===== config.mk =====
export PLATFORM = sky130hd
export DESIGN_NAME = wdtsr_top
export DESIGN_NICKNAME = d
export VERILOG_FILES = /design/src/wdtsr_prescaler.v /design/src/wdtsr_top.v
export VERILOG_INCLUDE_DIRS = /design/src /design/src/inc
export SDC_FILE = /design/constraint.sdc
export NUM_CORES = 1
export LEC_CHECK = 0
export ABC_AREA = 1
export ABC_CLOCK_PERIOD_IN_PS = 7570
export BUFFER_PORTS_ARGS = -buffer_cell sky130_fd_sc_hd__buf_2
export CORE_MARGIN = 2
export CORE_UTILIZATION = 55
export DETAILED_ROUTE_END_ITERATION = 10
export GPL_ROUTABILITY_DRIVEN = 0
export PLACE_DENSITY = 0.83
export SLEW_MARGIN = 20
export SYNTH_ARGS = -nofsm -noshare
export SYNTH_HDL_FRONTEND = slang
export SYNTH_HIERARCHICAL = 1
export SYNTH_SLANG_ARGS = --single-unit

===== constraint.sdc =====
create_clock -name clk -period 7.57 [get_ports clk]
set_clock_uncertainty 0.15 [all_clocks]
set_input_delay 0 -clock clk [delete_from_list [all_inputs] [get_ports clk]]
set_output_delay 0 -clock clk [all_outputs]
set_load 0.02 [all_outputs]

===== src/inc/wdtsr_map.vh =====
// register map, command bytes and constants of the watchdog with soft reset
`ifndef WDTSR_MAP_VH
`define WDTSR_MAP_VH

// ==========================================================
// special function register addresses
`define WDTSR_ADDR_CMD      8'ha6
`define WDTSR_ADDR_CTRL     8'ha7

// ==========================================================
// control register fields
`define WDTSR_PS_HI         7
`define WDTSR_PS_LO         5
`define WDTSR_IDLE_BIT      4
`define WDTSR_SOFT_RESET_FLAG_BIT     2
`define WDTSR_OVF_BIT       1
`define WDTSR_RUN_BIT       0
`define WDTSR_CTRL_RESET    8'h00

// ==========================================================
// command sequence bytes
`define WDTSR_FEED_FIRST    8'h1e
`define WDTSR_FEED_SECOND   8'he1
`define WDTSR_SOFT_RESET_FLAG_FIRST   8'h5a
`define WDTSR_SOFT_RESET_FLAG_SECOND  8'ha5

// ==========================================================
// counter geometry and timing
`define WDTSR_CNT_W         14
`define WDTSR_PRE_W         7
`define WDTSR_TPS_W         4
`define WDTSR_RST_PULSE     4'h4

`endif


===== src/wdtsr_prescaler.v =====
// system timer divider and 7-bit programmable watchdog prescaler
`include "wdtsr_map.vh"

module wdtsr_prescaler #(
  parameter PRE_W = `WDTSR_PRE_W,
  parameter TPS_W = `WDTSR_TPS_W
) (
  // clock and reset
  input  wire             clk,
  input  wire             rst,
  // control
  input  wire             clear,
  input  wire             run,
  input  wire [2:0]       periodSel,
  input  wire [TPS_W-1:0] sysPrescale,
  // enable out to the main counter
  output wire             tick
);

  reg  [TPS_W-1:0] tpsCnt_q;
  reg  [PRE_W-1:0] preCnt_q;
  wire [7:0]       maskWide;
  wire [PRE_W-1:0] preMask;
  wire             tpsTick;
  wire             preTerm;

  // ==========================================================
  // divide-by-(prescale+1); zero prescale gives one step per cycle
  assign tpsTick = run && (tpsCnt_q == sysPrescale);

  // prescaler divides by 2 to the period code
  assign maskWide = (8'h01 << periodSel) - 8'h01;
  assign preMask  = maskWide[PRE_W-1:0];
  assign preTerm  = ((preCnt_q | ~preMask) == {PRE_W{1'b1}});
  assign tick     = tpsTick && preTerm;

  // both stages restart from zero on clear so a feed buys a full period
  always @(posedge clk) begin
    if (rst || clear) begin
      tpsCnt_q <= {TPS_W{1'b0}};
      preCnt_q <= {PRE_W{1'b0}};
    end else if (run) begin
      if (tpsTick) begin
        tpsCnt_q <= {TPS_W{1'b0}};
        preCnt_q <= preTerm ? {PRE_W{1'b0}} : preCnt_q + {{(PRE_W-1){1'b0}}, 1'b1};
      end else begin
        tpsCnt_q <= tpsCnt_q + {{(TPS_W-1){1'b0}}, 1'b1};
      end
    end
  end

endmodule // wdtsr_prescaler


===== src/wdtsr_top.v =====
// watchdog timer with software reset: register port, sequences, counter
`include "wdtsr_map.vh"

module wdtsr_top #(
  parameter CNT_W    = `WDTSR_CNT_W,
  parameter PRE_W    = `WDTSR_PRE_W,
  parameter TPS_W    = `WDTSR_TPS_W,
  parameter PULSE_W  = 4,
  parameter [PULSE_W-1:0] RST_PULSE = `WDTSR_RST_PULSE
) (
  // clock and power-on reset
  input  wire             clk,
  input  wire             rst,
  // chip-wide reset, keeps the cause flags
  input  wire             chipReset,
  // power state and system timer prescale
  input  wire             powerDown,
  input  wire             idleMode,
  input  wire [TPS_W-1:0] sysPrescale,
  // special function register port
  input  wire [7:0]       sfrAddr,
  input  wire             sfrWrEn,
  input  wire [7:0]       sfrWrData,
  input  wire             sfrRdEn,
  output reg  [7:0]       sfrRdData,
  // reset request to the cpu reset logic, and running status
  output wire             wdtResetOut,
  output wire             running
);

  // ==========================================================
  // sequence states
  localparam [1:0] SEQ_IDLE  = 2'b00;
  localparam [1:0] SEQ_FEED  = 2'b01;
  localparam [1:0] SEQ_SOFT_RESET_FLAG = 2'b10;

  reg  [1:0]         seqState_q;
  reg  [1:0]         seqState_d;
  reg  [2:0]         periodSel_q;
  reg                idleFreeze_q;
  reg                softFlag_q;
  reg                ovfFlag_q;
  reg                running_q;
  reg  [CNT_W-1:0]   count_q;
  reg  [PULSE_W-1:0] pulseCnt_q;
  reg                goodFeed;
  reg                goodSwrst;
  reg                badSeq;
  wire               cmdWrite;
  wire               ctrlWrite;
  wire               otherWrite;
  wire               countEn;
  wire               tick;
  wire               overflow;
  wire               fireReset;
  wire               clearCount;
  wire [7:0]         ctrlValue;
  wire [7:0]         ctrlResetVal;

  // ==========================================================
  // address decode
  // reset image of the control register, sliced per field so widths match
  assign ctrlResetVal = `WDTSR_CTRL_RESET;

  assign cmdWrite   = sfrWrEn && (sfrAddr == `WDTSR_ADDR_CMD);
  assign ctrlWrite  = sfrWrEn && (sfrAddr == `WDTSR_ADDR_CTRL);
  assign otherWrite = sfrWrEn && !cmdWrite;

  // ==========================================================
  // command sequence decoder
  // reads never disturb a half-done sequence; a write anywhere else
  // between the two bytes is taken as a broken sequence
  always @* begin
    seqState_d = seqState_q;
    goodFeed   = 1'b0;
    goodSwrst  = 1'b0;
    badSeq     = 1'b0;
    case (seqState_q)
      SEQ_IDLE: begin
        if (cmdWrite) begin
          if (sfrWrData == `WDTSR_FEED_FIRST) begin
            seqState_d = SEQ_FEED;
          end else if (sfrWrData == `WDTSR_SOFT_RESET_FLAG_FIRST) begin
            seqState_d = SEQ_SOFT_RESET_FLAG;
          end else begin
            badSeq = 1'b1;
          end
        end
      end
      SEQ_FEED: begin
        if (cmdWrite) begin
          seqState_d = SEQ_IDLE;
          if (sfrWrData == `WDTSR_FEED_SECOND) begin
            goodFeed = 1'b1;
          end else begin
            badSeq = 1'b1;
          end
        end else if (otherWrite) begin
          seqState_d = SEQ_IDLE;
          badSeq     = 1'b1;
        end
      end
      SEQ_SOFT_RESET_FLAG: begin
        if (cmdWrite) begin
          seqState_d = SEQ_IDLE;
          if (sfrWrData == `WDTSR_SOFT_RESET_FLAG_SECOND) begin
            goodSwrst = 1'b1;
          end else begin
            badSeq = 1'b1;
          end
        end else if (otherWrite) begin
          seqState_d = SEQ_IDLE;
          badSeq     = 1'b1;
        end
      end
      default: begin
        seqState_d = SEQ_IDLE;
      end
    endcase
  end

  // any reset, including our own pulse, abandons a half sequence
  always @(posedge clk) begin
    if (rst || chipReset || fireReset) begin
      seqState_q <= SEQ_IDLE;
    end else begin
      seqState_q <= seqState_d;
    end
  end

  // ==========================================================
  // counting chain
  // idle freeze only holds the count; running stays set
  assign countEn    = running_q && !(idleMode && idleFreeze_q);
  assign clearCount = goodFeed || !running_q;

  wdtsr_prescaler #(
    .PRE_W       (PRE_W),
    .TPS_W       (TPS_W)
  ) u_prescaler (
    .clk         (clk),
    .rst         (rst),
    .clear       (clearCount),
    .run         (countEn),
    .periodSel   (periodSel_q),
    .sysPrescale (sysPrescale),
    .tick        (tick)
  );

  // terminal count of the 14-bit stage is the time-out
  assign overflow = tick && (count_q == {CNT_W{1'b1}});

  always @(posedge clk) begin
    if (rst || clearCount) begin
      count_q <= {CNT_W{1'b0}};
    end else if (tick) begin
      count_q <= count_q + {{(CNT_W-1){1'b0}}, 1'b1};
    end
  end

  // ==========================================================
  // reset generation
  assign fireReset = overflow || goodSwrst || badSeq;

  // stretch the request so slow reset logic cannot miss it
  always @(posedge clk) begin
    if (rst) begin
      pulseCnt_q <= {PULSE_W{1'b0}};
    end else if (fireReset) begin
      pulseCnt_q <= RST_PULSE;
    end else if (pulseCnt_q != {PULSE_W{1'b0}}) begin
      pulseCnt_q <= pulseCnt_q - {{(PULSE_W-1){1'b0}}, 1'b1};
    end
  end

  assign wdtResetOut = (pulseCnt_q != {PULSE_W{1'b0}});

  // ==========================================================
  // running flag: set only by the enable sequence
  always @(posedge clk) begin
    if (rst || chipReset || powerDown || fireReset) begin
      running_q <= 1'b0;
    end else if (goodFeed) begin
      running_q <= 1'b1;
    end
  end

  assign running = running_q;

  // ==========================================================
  // control register: settings return to reset value on chip reset
  always @(posedge clk) begin
    if (rst || chipReset) begin
      periodSel_q  <= ctrlResetVal[`WDTSR_PS_HI:`WDTSR_PS_LO];
      idleFreeze_q <= ctrlResetVal[`WDTSR_IDLE_BIT];
    end else if (ctrlWrite) begin
      periodSel_q  <= sfrWrData[`WDTSR_PS_HI:`WDTSR_PS_LO];
      idleFreeze_q <= sfrWrData[`WDTSR_IDLE_BIT];
    end
  end

  // cause flags: only power-on clears them in hardware; a set in the
  // same cycle as a software write wins over the write
  always @(posedge clk) begin
    if (rst) begin
      softFlag_q <= 1'b0;
      ovfFlag_q  <= 1'b0;
    end else begin
      if (goodSwrst || badSeq) begin
        softFlag_q <= 1'b1;
      end else if (ctrlWrite) begin
        softFlag_q <= sfrWrData[`WDTSR_SOFT_RESET_FLAG_BIT];
      end
      if (overflow || badSeq) begin
        ovfFlag_q <= 1'b1;
      end else if (ctrlWrite) begin
        ovfFlag_q <= sfrWrData[`WDTSR_OVF_BIT];
      end
    end
  end

  // ==========================================================
  // read path: bit 3 reads zero, command address reads zero
  assign ctrlValue = {periodSel_q, idleFreeze_q, 1'b0,
                      softFlag_q, ovfFlag_q, running_q};

  always @(posedge clk) begin
    if (rst) begin
      sfrRdData <= 8'h00;
    end else if (sfrRdEn && (sfrAddr == `WDTSR_ADDR_CTRL)) begin
      sfrRdData <= ctrlValue;
    end else begin
      sfrRdData <= 8'h00;
    end
  end

endmodule // wdtsr_top

; ---- Word-level counts from Yosys, hierarchy flattened
; Index checks and enable logic that the tools add are counted.
[op_classes]
n_reduce_logical = 32
n_shift = 1
bitwise_logic = 3
mul = 0
n_addsub = 5
magnitude_cmp = 0
n_mux = 29
div = 0
n_eq_ne = 14
[ops]
columns = op, n
row1 = $eq 8x8->1 const B, 4
row2 = $mux 1, 18
row3 = $add 14x1->14 const B, 1
row4 = $eq 14x14->1 const B, 1
row5 = $logic_or 1x1->1, 10
row6 = $mux 2, 5
row7 = $logic_and 1x1->1, 9
row8 = $eq 8x5->1 const B, 1
row9 = $eq 8x7->1 const B, 1
row10 = $add 7x1->7 const B, 1
row11 = $eq 7x7->1 const B, 1
row12 = $mux 7, 1
row13 = $not 7->7, 1
row14 = $or 7x7->7, 1
row15 = $shl 1x3->7 const A, 1
row16 = $sub 7x1->7 const B, 1
row17 = $mux 3, 2
row18 = $reduce_bool 2->1, 3
row19 = $reduce_or 2->1, 3
row20 = $add 4x1->4 const B, 1
row21 = $eq 4x4->1, 1
row22 = $mux 4, 1
row23 = $pmux 2 s2, 1
row24 = $reduce_bool 4->1, 1
row25 = 12 further kinds, 14
[word_totals]
reg_bits = 46
latch_bits = 0
mem_count = 0
romBits = 0
word_cells = 97
ram_bits = 0
input_bits = 27

; ---- Logic depth before layout (Yosys ltp)
; Gate-level depths: netlist of the first run.
[logic_depth]
depth_word = 10
depth_mapped = 17
ltp_nobuf = 17

; ---- Cells and area by module
; The synthesis of the first run kept the hierarchy.
[by_module_without_submodules]
columns = mod, cells_each, n_inst, area_per_inst_um2, seq_area_each_um2
row1 = wdtsr_top, 240, 1, 1729.2, 680.7
row2 = wdtsr_prescaler, 137, 1, 820.8, 220.2

; ---- Worst setup path before layout of the first run
; Ideal clock, no wire load.
[synth_timing]
path_type = reg-to-reg
from = register running_q, in the netlist running
to = register count_q[11]
setup_slack_ns = 4.935
synth_period_minus_slack_ns = 2.635
path_stages_with_launch = 18
setup_ns = 0.115
t_arrival_ns = 2.371
t_required_ns = 7.305
path_buffers = 0
path_cell_list = dfxtp_1 -> inv_1 -> a21oi_1 -> inv_2 -> a21oi_2 -> nand2_2 -> nor3_4 -> nand2_2 -> inv_1 -> nand2_2 -> nor2_2 -> nand2_2 -> nor2_4 -> nand3_2 -> nor2_2 -> nand2_1 -> xor2_1 -> nor2_2
[synth_via]
elab_chain_cells = 3
word_cells_on_any_way = 6
cone_classes = reduce/logical: 6
[synth_lines]
columns = element, line
row1 = start: declaration, wdtsr_top.v:43  ; reg running_q;
row2 = start signal: assignment, wdtsr_top.v:182  ; running_q <= 1'b0;
row3 = start signal: assignment, wdtsr_top.v:184  ; running_q <= 1'b1;
row4 = $logic_and 1x1->1, wdtsr_top.v:134  ; assign countEn = running_q && !(idleMode && idleFreeze_q);
row5 = named net countEn, wdtsr_top.v:52  ; wire countEn;
row6 = $logic_and 1x1->1, wdtsr_prescaler.v:29  ; assign tpsTick = run && (tpsCnt_q == sysPrescale);
row7 = $logic_and 1x1->1, wdtsr_prescaler.v:35  ; assign tick = tpsTick && preTerm;
row8 = named net tick, wdtsr_top.v:53  ; wire tick;
row9 = end signal: assignment, wdtsr_top.v:155  ; count_q <= {CNT_W{1'b0}};
row10 = end signal: assignment, wdtsr_top.v:157  ; count_q <= count_q + {{(CNT_W-1){1'b0}}, 1'b1};
row11 = end: declaration, wdtsr_top.v:44  ; reg [CNT_W-1:0] count_q;
; The timed path passes the listed nets, and every way through them passes these cells.
; A chain may end at the register's enable or synchronous reset.

; ---- Worst setup path in the final report of the first run
[layout_timing]
from = register running_q, in the netlist running
to = register running_q, in the netlist running
[layout_via]
elab_chain_cells = 7
[layout_lines]
columns = element, line
row1 = $logic_and 1x1->1, wdtsr_top.v:134
row2 = named net countEn, wdtsr_top.v:52
row3 = $logic_and 1x1->1, wdtsr_prescaler.v:29
row4 = $logic_and 1x1->1, wdtsr_prescaler.v:35
row5 = named net tick, wdtsr_top.v:53
row6 = $logic_and 1x1->1, wdtsr_top.v:151  ; assign overflow = tick && (count_q == {CNT_W{1'b1}});
row7 = $logic_or 1x1->1 (2 in series), wdtsr_top.v:163  ; assign fireReset = overflow || goodSwrst || badSeq;
row8 = $logic_or 1x1->1, wdtsr_top.v:181  ; if (rst || chipReset || powerDown || fireReset) begin
; The timed path passes the listed nets, and every way through them passes these cells.

==> flow_summary.json, run 1 <==
{
  "status": "completed",
  "holdWs_ps": 0.917,
  "start_util_pct": 57.8,
  "grt_antenna_before_repair": 0,
  "syn_inst": 377,
  "row_count": 24,
  "drv_cap": 0,
  "ant_nets": 0,
  "wirelength_mm": 5.52,
  "cts_max_path_buffers": 2,
  "fin_setup_tns_ps": 0,
  "root_buffer": "clkbuf_8",
  "grt_first_pass_wirelength_mm": 9.43,
  "reg2reg_to": "running",
  "fmax_mhz": 314,
  "synth-seq-cells": 45,
  "pwr-share-seq_pct": 53.2,
  "hold_buffers": 9,
  "yosys_warnings": 6,
  "clk_pin_slew_ps": 80,
  "rsz0062_at_grt": "no",
  "yosys.area.top_type_share_pct": 35.3,
  "holdPathEnd": "sfrRdData[7]",
  "layout_commonest_cell": "nand2_1",
  "clock_latency_ps": 300,
  "grt_pass1_vias": 2344,
  "clockPowerShare_pct": 30.4,
  "setup_viol": 0,
  "wire_per_inst_um": 11.6,
  "vias": 2489,
  "die_w_um": 72.1,
  "min_from": "sfrRdEn",
  "internal_power_mw": 0.343,
  "netSwitchingFraction_pct": 27.4,
  "netlist_area_um2": 2550,
  "io_pins": 37,
  "required_ps": 7600,
  "layout_min_cycle_time_ps": 3190,
  "use_met2_pct": 39.0,
  "avgSynthCellArea_um2": 6.76,
  "reg2reg_from": "running",
  "io_buffers": 35,
  "comb_power_share_pct": 16.4,
  "synth.area.top_cells": "dfxtp_1 35%, nand2_1 12%, inv_1 8.7%, nor2_1 6.8%, nand3_1 5.5%",
  "drive_gt1_share_pct": 16.7,
  "met3_usage_pct": 5.56,
  "post-cts-setup-buffer-count": 0,
  "stdcell_area_um2": 2930,
  "maxSlewHeadroom_pct": 61.9,
  "syn2layout_area_growth_pct": 15.1,
  "hold_viol": 0,
  "p_per_area_nw_per_um2": 161,
  "worst_pin_slew_ps": 571,
  "setup_ws_ps": 4380,
  "p_sw_mw": 0.129,
  "p_leak_nw": 1.26,
  "cp.arrival_ps": 3220,
  "holdPathStages": 3,
  "synth_cell_types": 32,
  "rr_worst_depth": 16,
  "cts_tree": "built",
  "nNetsFinal": 459,
  "cts_resized": 0,
  "p_total_mw": 0.472,
  "overflow": 0,
  "synth_top_area_cell": "dfxtp_1",
  "cts_max_level": 2,
  "min_period_over_period_pct": 42.1,
  "diodes": 0,
  "hpwl_mm": 4.23,
  "hold_path.class": "input pin to flip-flop",
  "drc": 0,
  "gr-usage-all-layers_pct": 22.6,
  "viasPerCell": 5.22,
  "crit_type": "flip-flop to flip-flop",
  "seq_area_frac_synth_pct": 35.3,
  "die_y_um": 72.1,
  "layout_common_cells": "83 x nand2_1, 59 x inv_1, 46 x nor2_1",
  "pre_cts_slack_ps": 4730,
  "grt_max_degree": 15,
  "syn_nets": 412,
  "reg2reg_slack_ps": 4380,
  "cts_buffers": 5,
  "die_area_um2": 5200,
  "maxSlewViolCount": 0,
  "cp_max_fo": 7,
  "end_kind": "flip-flop",
  "start_kind": "flip-flop",
  "peakVddDrop_mv": 0.122,
  "cts_num_sinks": 45,
  "grt-busiest-layer": "met2",
  "core_um2": 4410,
  "met1_usage_pct": 26.1,
  "first_pass_iters": 4,
  "drt_iter0_drc": 157,
  "placed_area_um2": 2760
}
[registers in the layout, summed over array words and instances, names as in the netlist, 2 cells and up]
| signal | flops |
|---|---|
| u_prescaler/tpsCnt_q | 4 |
| seqState_q | 2 |
| pulseCnt_q | 4 |
| periodSel_q | 3 |
| count_q | 14 |
| sfrRdData | 7 |
| u_prescaler/preCnt_q | 7 |
[power groups by stage]
stage          combinational, mW  clock [mW]  sequential, mW
2_1_floorplan             0.0522           0           0.256
3_3_place_gp              0.0699           0           0.257
3_5_place_dp              0.0736           0           0.257
4_1_cts                   0.0773       0.145           0.251
5_1_grt                   0.0875       0.156           0.253
6_report                  0.0773       0.144           0.251
[final cells by class]
class / instances / area [µm²]
flip-flops and latches: 45 / 901
fillers: 383 / 1480
multi-input cells: 265 / 1390
inverters: 63 / 236
repair buffers: 44 / 265
clock buffers: 8 / 80.1
well taps: 52 / 65.1
[cell usage after synthesis]
library cell,number
ha_1,8
nand2_4,1
xor2_1,7
o21ai_0,10
buf_4,3
o211ai_1,1
conb_1,1
a21oi_1,15
dfxtp_1,45
and3_1,1
clkbuf_1,1
or2_2,3
nor3_1,9
nor3_2,1
a21o_1,1
inv_1,59
nand3_2,4
xnor2_1,2
nand3b_1,1
nor2_4,3
nor4_1,2
a21oi_2,1
nor3_4,1
nor3b_1,3
nand2_1,83
nor2_1,46
inv_2,4
nand4_1,19
nand2_2,8
nand3_1,28
o22ai_1,1
nor2_2,5
[how the worst max path moves through the flow]
stage | startpoint | end | slack, ps | depth (start not counted)
floorplan | running | count_q[11] | 4930 | 17
global placement | running | count_q[11] | 4900 | 17
detailed placement | running | count_q[11] | 4730 | 17
CTS | running | running | 4450 | 16
global route | running | running | 4160 | 16
finish | running | running | 4380 | 16
[cell families (layout without fill, tap and decap cells)]
family / after synthesis / in the layout / share of synthesized area (%)
xor+xnor: 9 / 9 / 3.09
compound gates: 29 / 29 / 6.08
fa+ha+maj: 8 / 8 / 3.93
simple gates: 218 / 218 / 41.1
flops: 45 / 45 / 35.3
other cells: 1 / 1 / 0.147
buf+inv: 67 / 115 / 10.3
[layer usage]
metal	routed length, µm	vias to the layer above	part of all wire, %
met5	0	-	0
met3	290	15	5.3
met1	2420	1112	44
met2	2660	69	48
li1	-	1293	-
met4	142	0	2.6
[worst max-delay path, cell delays in order, from the launching register on]
cell and delay, ps:
dfxtp_1 370, inv_1 80, a21oi_1 430, inv_2 90, a21oi_2 150, nand2_2 100
nor3_4 190, nand2_2 90, inv_1 190, nand2_1 130, nor2_2 160, nand3b_1 100
nand2_1 60, inv_1 80, nand3_2 110, nor2_1 50, dlygate4sd3_1 550
[per-stage QoR]
stage,cells,utilization (%)
3_3_place_gp,460,62.6
2_1_floorplan,377,-
5_1_grt,477,66.5
3_5_place_dp,460,62.6
6_report,477,66.5
4_1_cts,477,66.5
Note: power is estimated with default switching activity, not from simulation.
==> run 2: changes to the inputs <==
- ABC_CLOCK_PERIOD_IN_PS: 7570 -> 2600
- CORE_UTILIZATION: 55 -> 51
- PLACE_DENSITY: 0.83 -> 0.81
- clock period: 7.57 -> 2.6 ns (I/O delays scaled with it)
==> run 2 against run 1 <==
Global-route usage fell by 1.0 points. Cell count rose by 4.6%. Core utilization fell by 2.4 points. Largest cell class unchanged. Hold slack improved by 17 ps. Total power rose to 3.2 times the previous value. Non-clock buffer count rose by 7. Critical path depth rose by 1. Setup slack got worse by 4200 ps. Highest routed layer unchanged. Clock-buffer cell count fell by 1. Die area rose by 7.4%. Cell area rose by 4.5%.
==> flow_summary.json, run 2 (synthesized netlist as in run 1, its figures left out) <==
{
  "status": "completed",
  "drc": 0,
  "reg2reg_from": "running",
  "wire_per_inst_um": 11.3,
  "end_kind": "flip-flop",
  "vias": 2533,
  "maxSlewViolCount": 0,
  "start_util_pct": 53.3,
  "clock_latency_ps": 300,
  "final_core_util_pct": 64.1,
  "cts_buffers": 5,
  "overflow": 0,
  "largest_reg_flops": 14,
  "cp.arrival_ps": 2430,
  "drive_gt1_share_pct": 19.4,
  "reg2reg_to": "count_q[11]",
  "grt_max_degree": 15,
  "min_period_over_period_pct": 92.5,
  "use_met2_pct": 38.0,
  "holdWs_ps": 17.8,
  "cts_max_level": 2,
  "drt_iter0_drc": 167,
  "diodes": 0,
  "cts_max_path_buffers": 2,
  "peakVddDrop_mv": 0.316,
  "hold_viol": 0,
  "reg.largest.list": "count_q: 14 flops, sfrRdData: 7 flops, u_prescaler/preCnt_q: 7 flops",
  "ant_nets": 0,
  "hpwl_mm": 4.26,
  "cp_max_fo": 5,
  "p_leak_nw": 1.31,
  "root_buffer": "clkbuf_8",
  "maxSlewHeadroom_pct": 63.7,
  "grt_antenna_before_repair": 0,
  "io_pins": 37,
  "die_y_um": 74.7,
  "first_pass_iters": 5,
  "row_count": 25,
  "viasPerCell": 5.08,
  "core_um2": 4790,
  "cts_num_sinks": 45,
  "met1_usage_pct": 26.4,
  "worst_pin_slew_ps": 543,
  "layout_commonest_cell": "nand2_1",
  "rr_worst_depth": 17,
  "p_per_area_nw_per_um2": 491,
  "cp-startpoint": "running",
  "crit_type": "flip-flop to flip-flop",
  "grt-busiest-layer": "met2",
  "layout_min_cycle_time_ps": 2400,
  "start_kind": "flip-flop",
  "die_w_um": 74.7,
  "p_total_mw": 1.51,
  "grt_pass1_vias": 2279,
  "reg2reg_slack_ps": 200,
  "layout_common_cells": "83 x nand2_1, 57 x inv_1, 46 x nor2_1",
  "wirelength_mm": 5.62,
  "fmax_mhz": 416,
  "required_ps": 2630,
  "met3_usage_pct": 5.09,
  "nNetsFinal": 466,
  "io_buffers": 35,
  "stdcell_area_um2": 3070,
  "clk_pin_slew_ps": 80,
  "hold_path.class": "input pin to flip-flop",
  "die_area_um2": 5580,
  "grt_first_pass_wirelength_mm": 9.40,
  "endpoint": "count_q[11]",
  "gr-usage-all-layers_pct": 21.6,
  "drv_cap": 0,
  "cts_tree": "built",
  "regMostFlops": "count_q",
  "placed_area_um2": 2790,
  "syn2layout_area_growth_pct": 20.3,
  "setup_viol": 0
}
## run 2: changes by cell type in the layout (fill, tap and decap cells not counted), moves of 2 or more
cell / delta
nor2_2: -2
buf_4: +7
nor2_4: +2
inv_1: -2
clkbuf_1: -2
## run 2: layout make-up
class	count	area (µm²)
fillers	428	1720
flip-flops and latches	45	902
inverters	63	239
clock inverters	1	30.0
repair buffers	51	318
clock buffers	7	86.3
well taps	67	83.8
multi-input cells	265	1410
## run 2: worst max-delay path, cell delays in order, from the launching register on
cell and delay, ps:
dfxtp_2 360, inv_2 50, a21oi_2 130, inv_2 60, a21oi_2 110, nand2_2 90
nor3_4 230, nand2_2 110, inv_4 80, nand2_2 70, nor2_4 100, nand2_2 70
nor2_4 140, nand3_4 100, nor2_4 140, nand2_1 70, xor2_1 170, nor2_2 40
## run 2: timing repair
item,in CTS,in global routing
hold endpoints to repair,24,0
hold buffers,9,0
gates resized for setup,0,7
setup endpoints to repair,0,4
buffers inserted,0,6
## run 2: stage by stage
step           setup WS (ps)  setup TNS [ps]  cells
5_1_grt                -12.6           -12.6    499
6_report                 196               0    499
3_5_place_dp            88.7               0    476
2_1_floorplan           83.2               0    377
3_3_place_gp             220               0    476
4_1_cts                 51.5               0    493
## run 2: how the worst min path moves through the flow
| stage | startpoint | to | slack (ps) | cells past startpoint |
|---|---|---|---|---|
| 6_report | sfrWrData[3] | running | 20 | 5 |
| 3_5_place_dp | rst | ovfFlag_q | 100 | 2 |
| 3_3_place_gp | rst | ovfFlag_q | 100 | 2 |
| 5_1_grt | sfrWrData[2] | softFlag_q | 30 | 5 |
| 2_1_floorplan | rst | ovfFlag_q | -80 | 1 |
| 4_1_cts | sfrWrData[2] | softFlag_q | 8 | 5 |
## run 2: report_power, final
| part | switching (mW) | leakage, nW | internal, mW | total [mW] |
|---|---|---|---|---|
| Clock | 0.236 | 0.0585 | 0.313 | 0.549 |
| Sequential | 0.0174 | 0.364 | 0.715 | 0.732 |
| Combinational | 0.133 | 0.884 | 0.0923 | 0.225 |
## run 2: layer usage
| metal | vias to the layer above | wire [µm] |
|---|---|---|
| met4 | 0 | 54 |
| met5 | - | 0 |
| li1 | 1312 | - |
| met2 | 75 | 2710 |
| met1 | 1141 | 2510 |
| met3 | 5 | 348 |
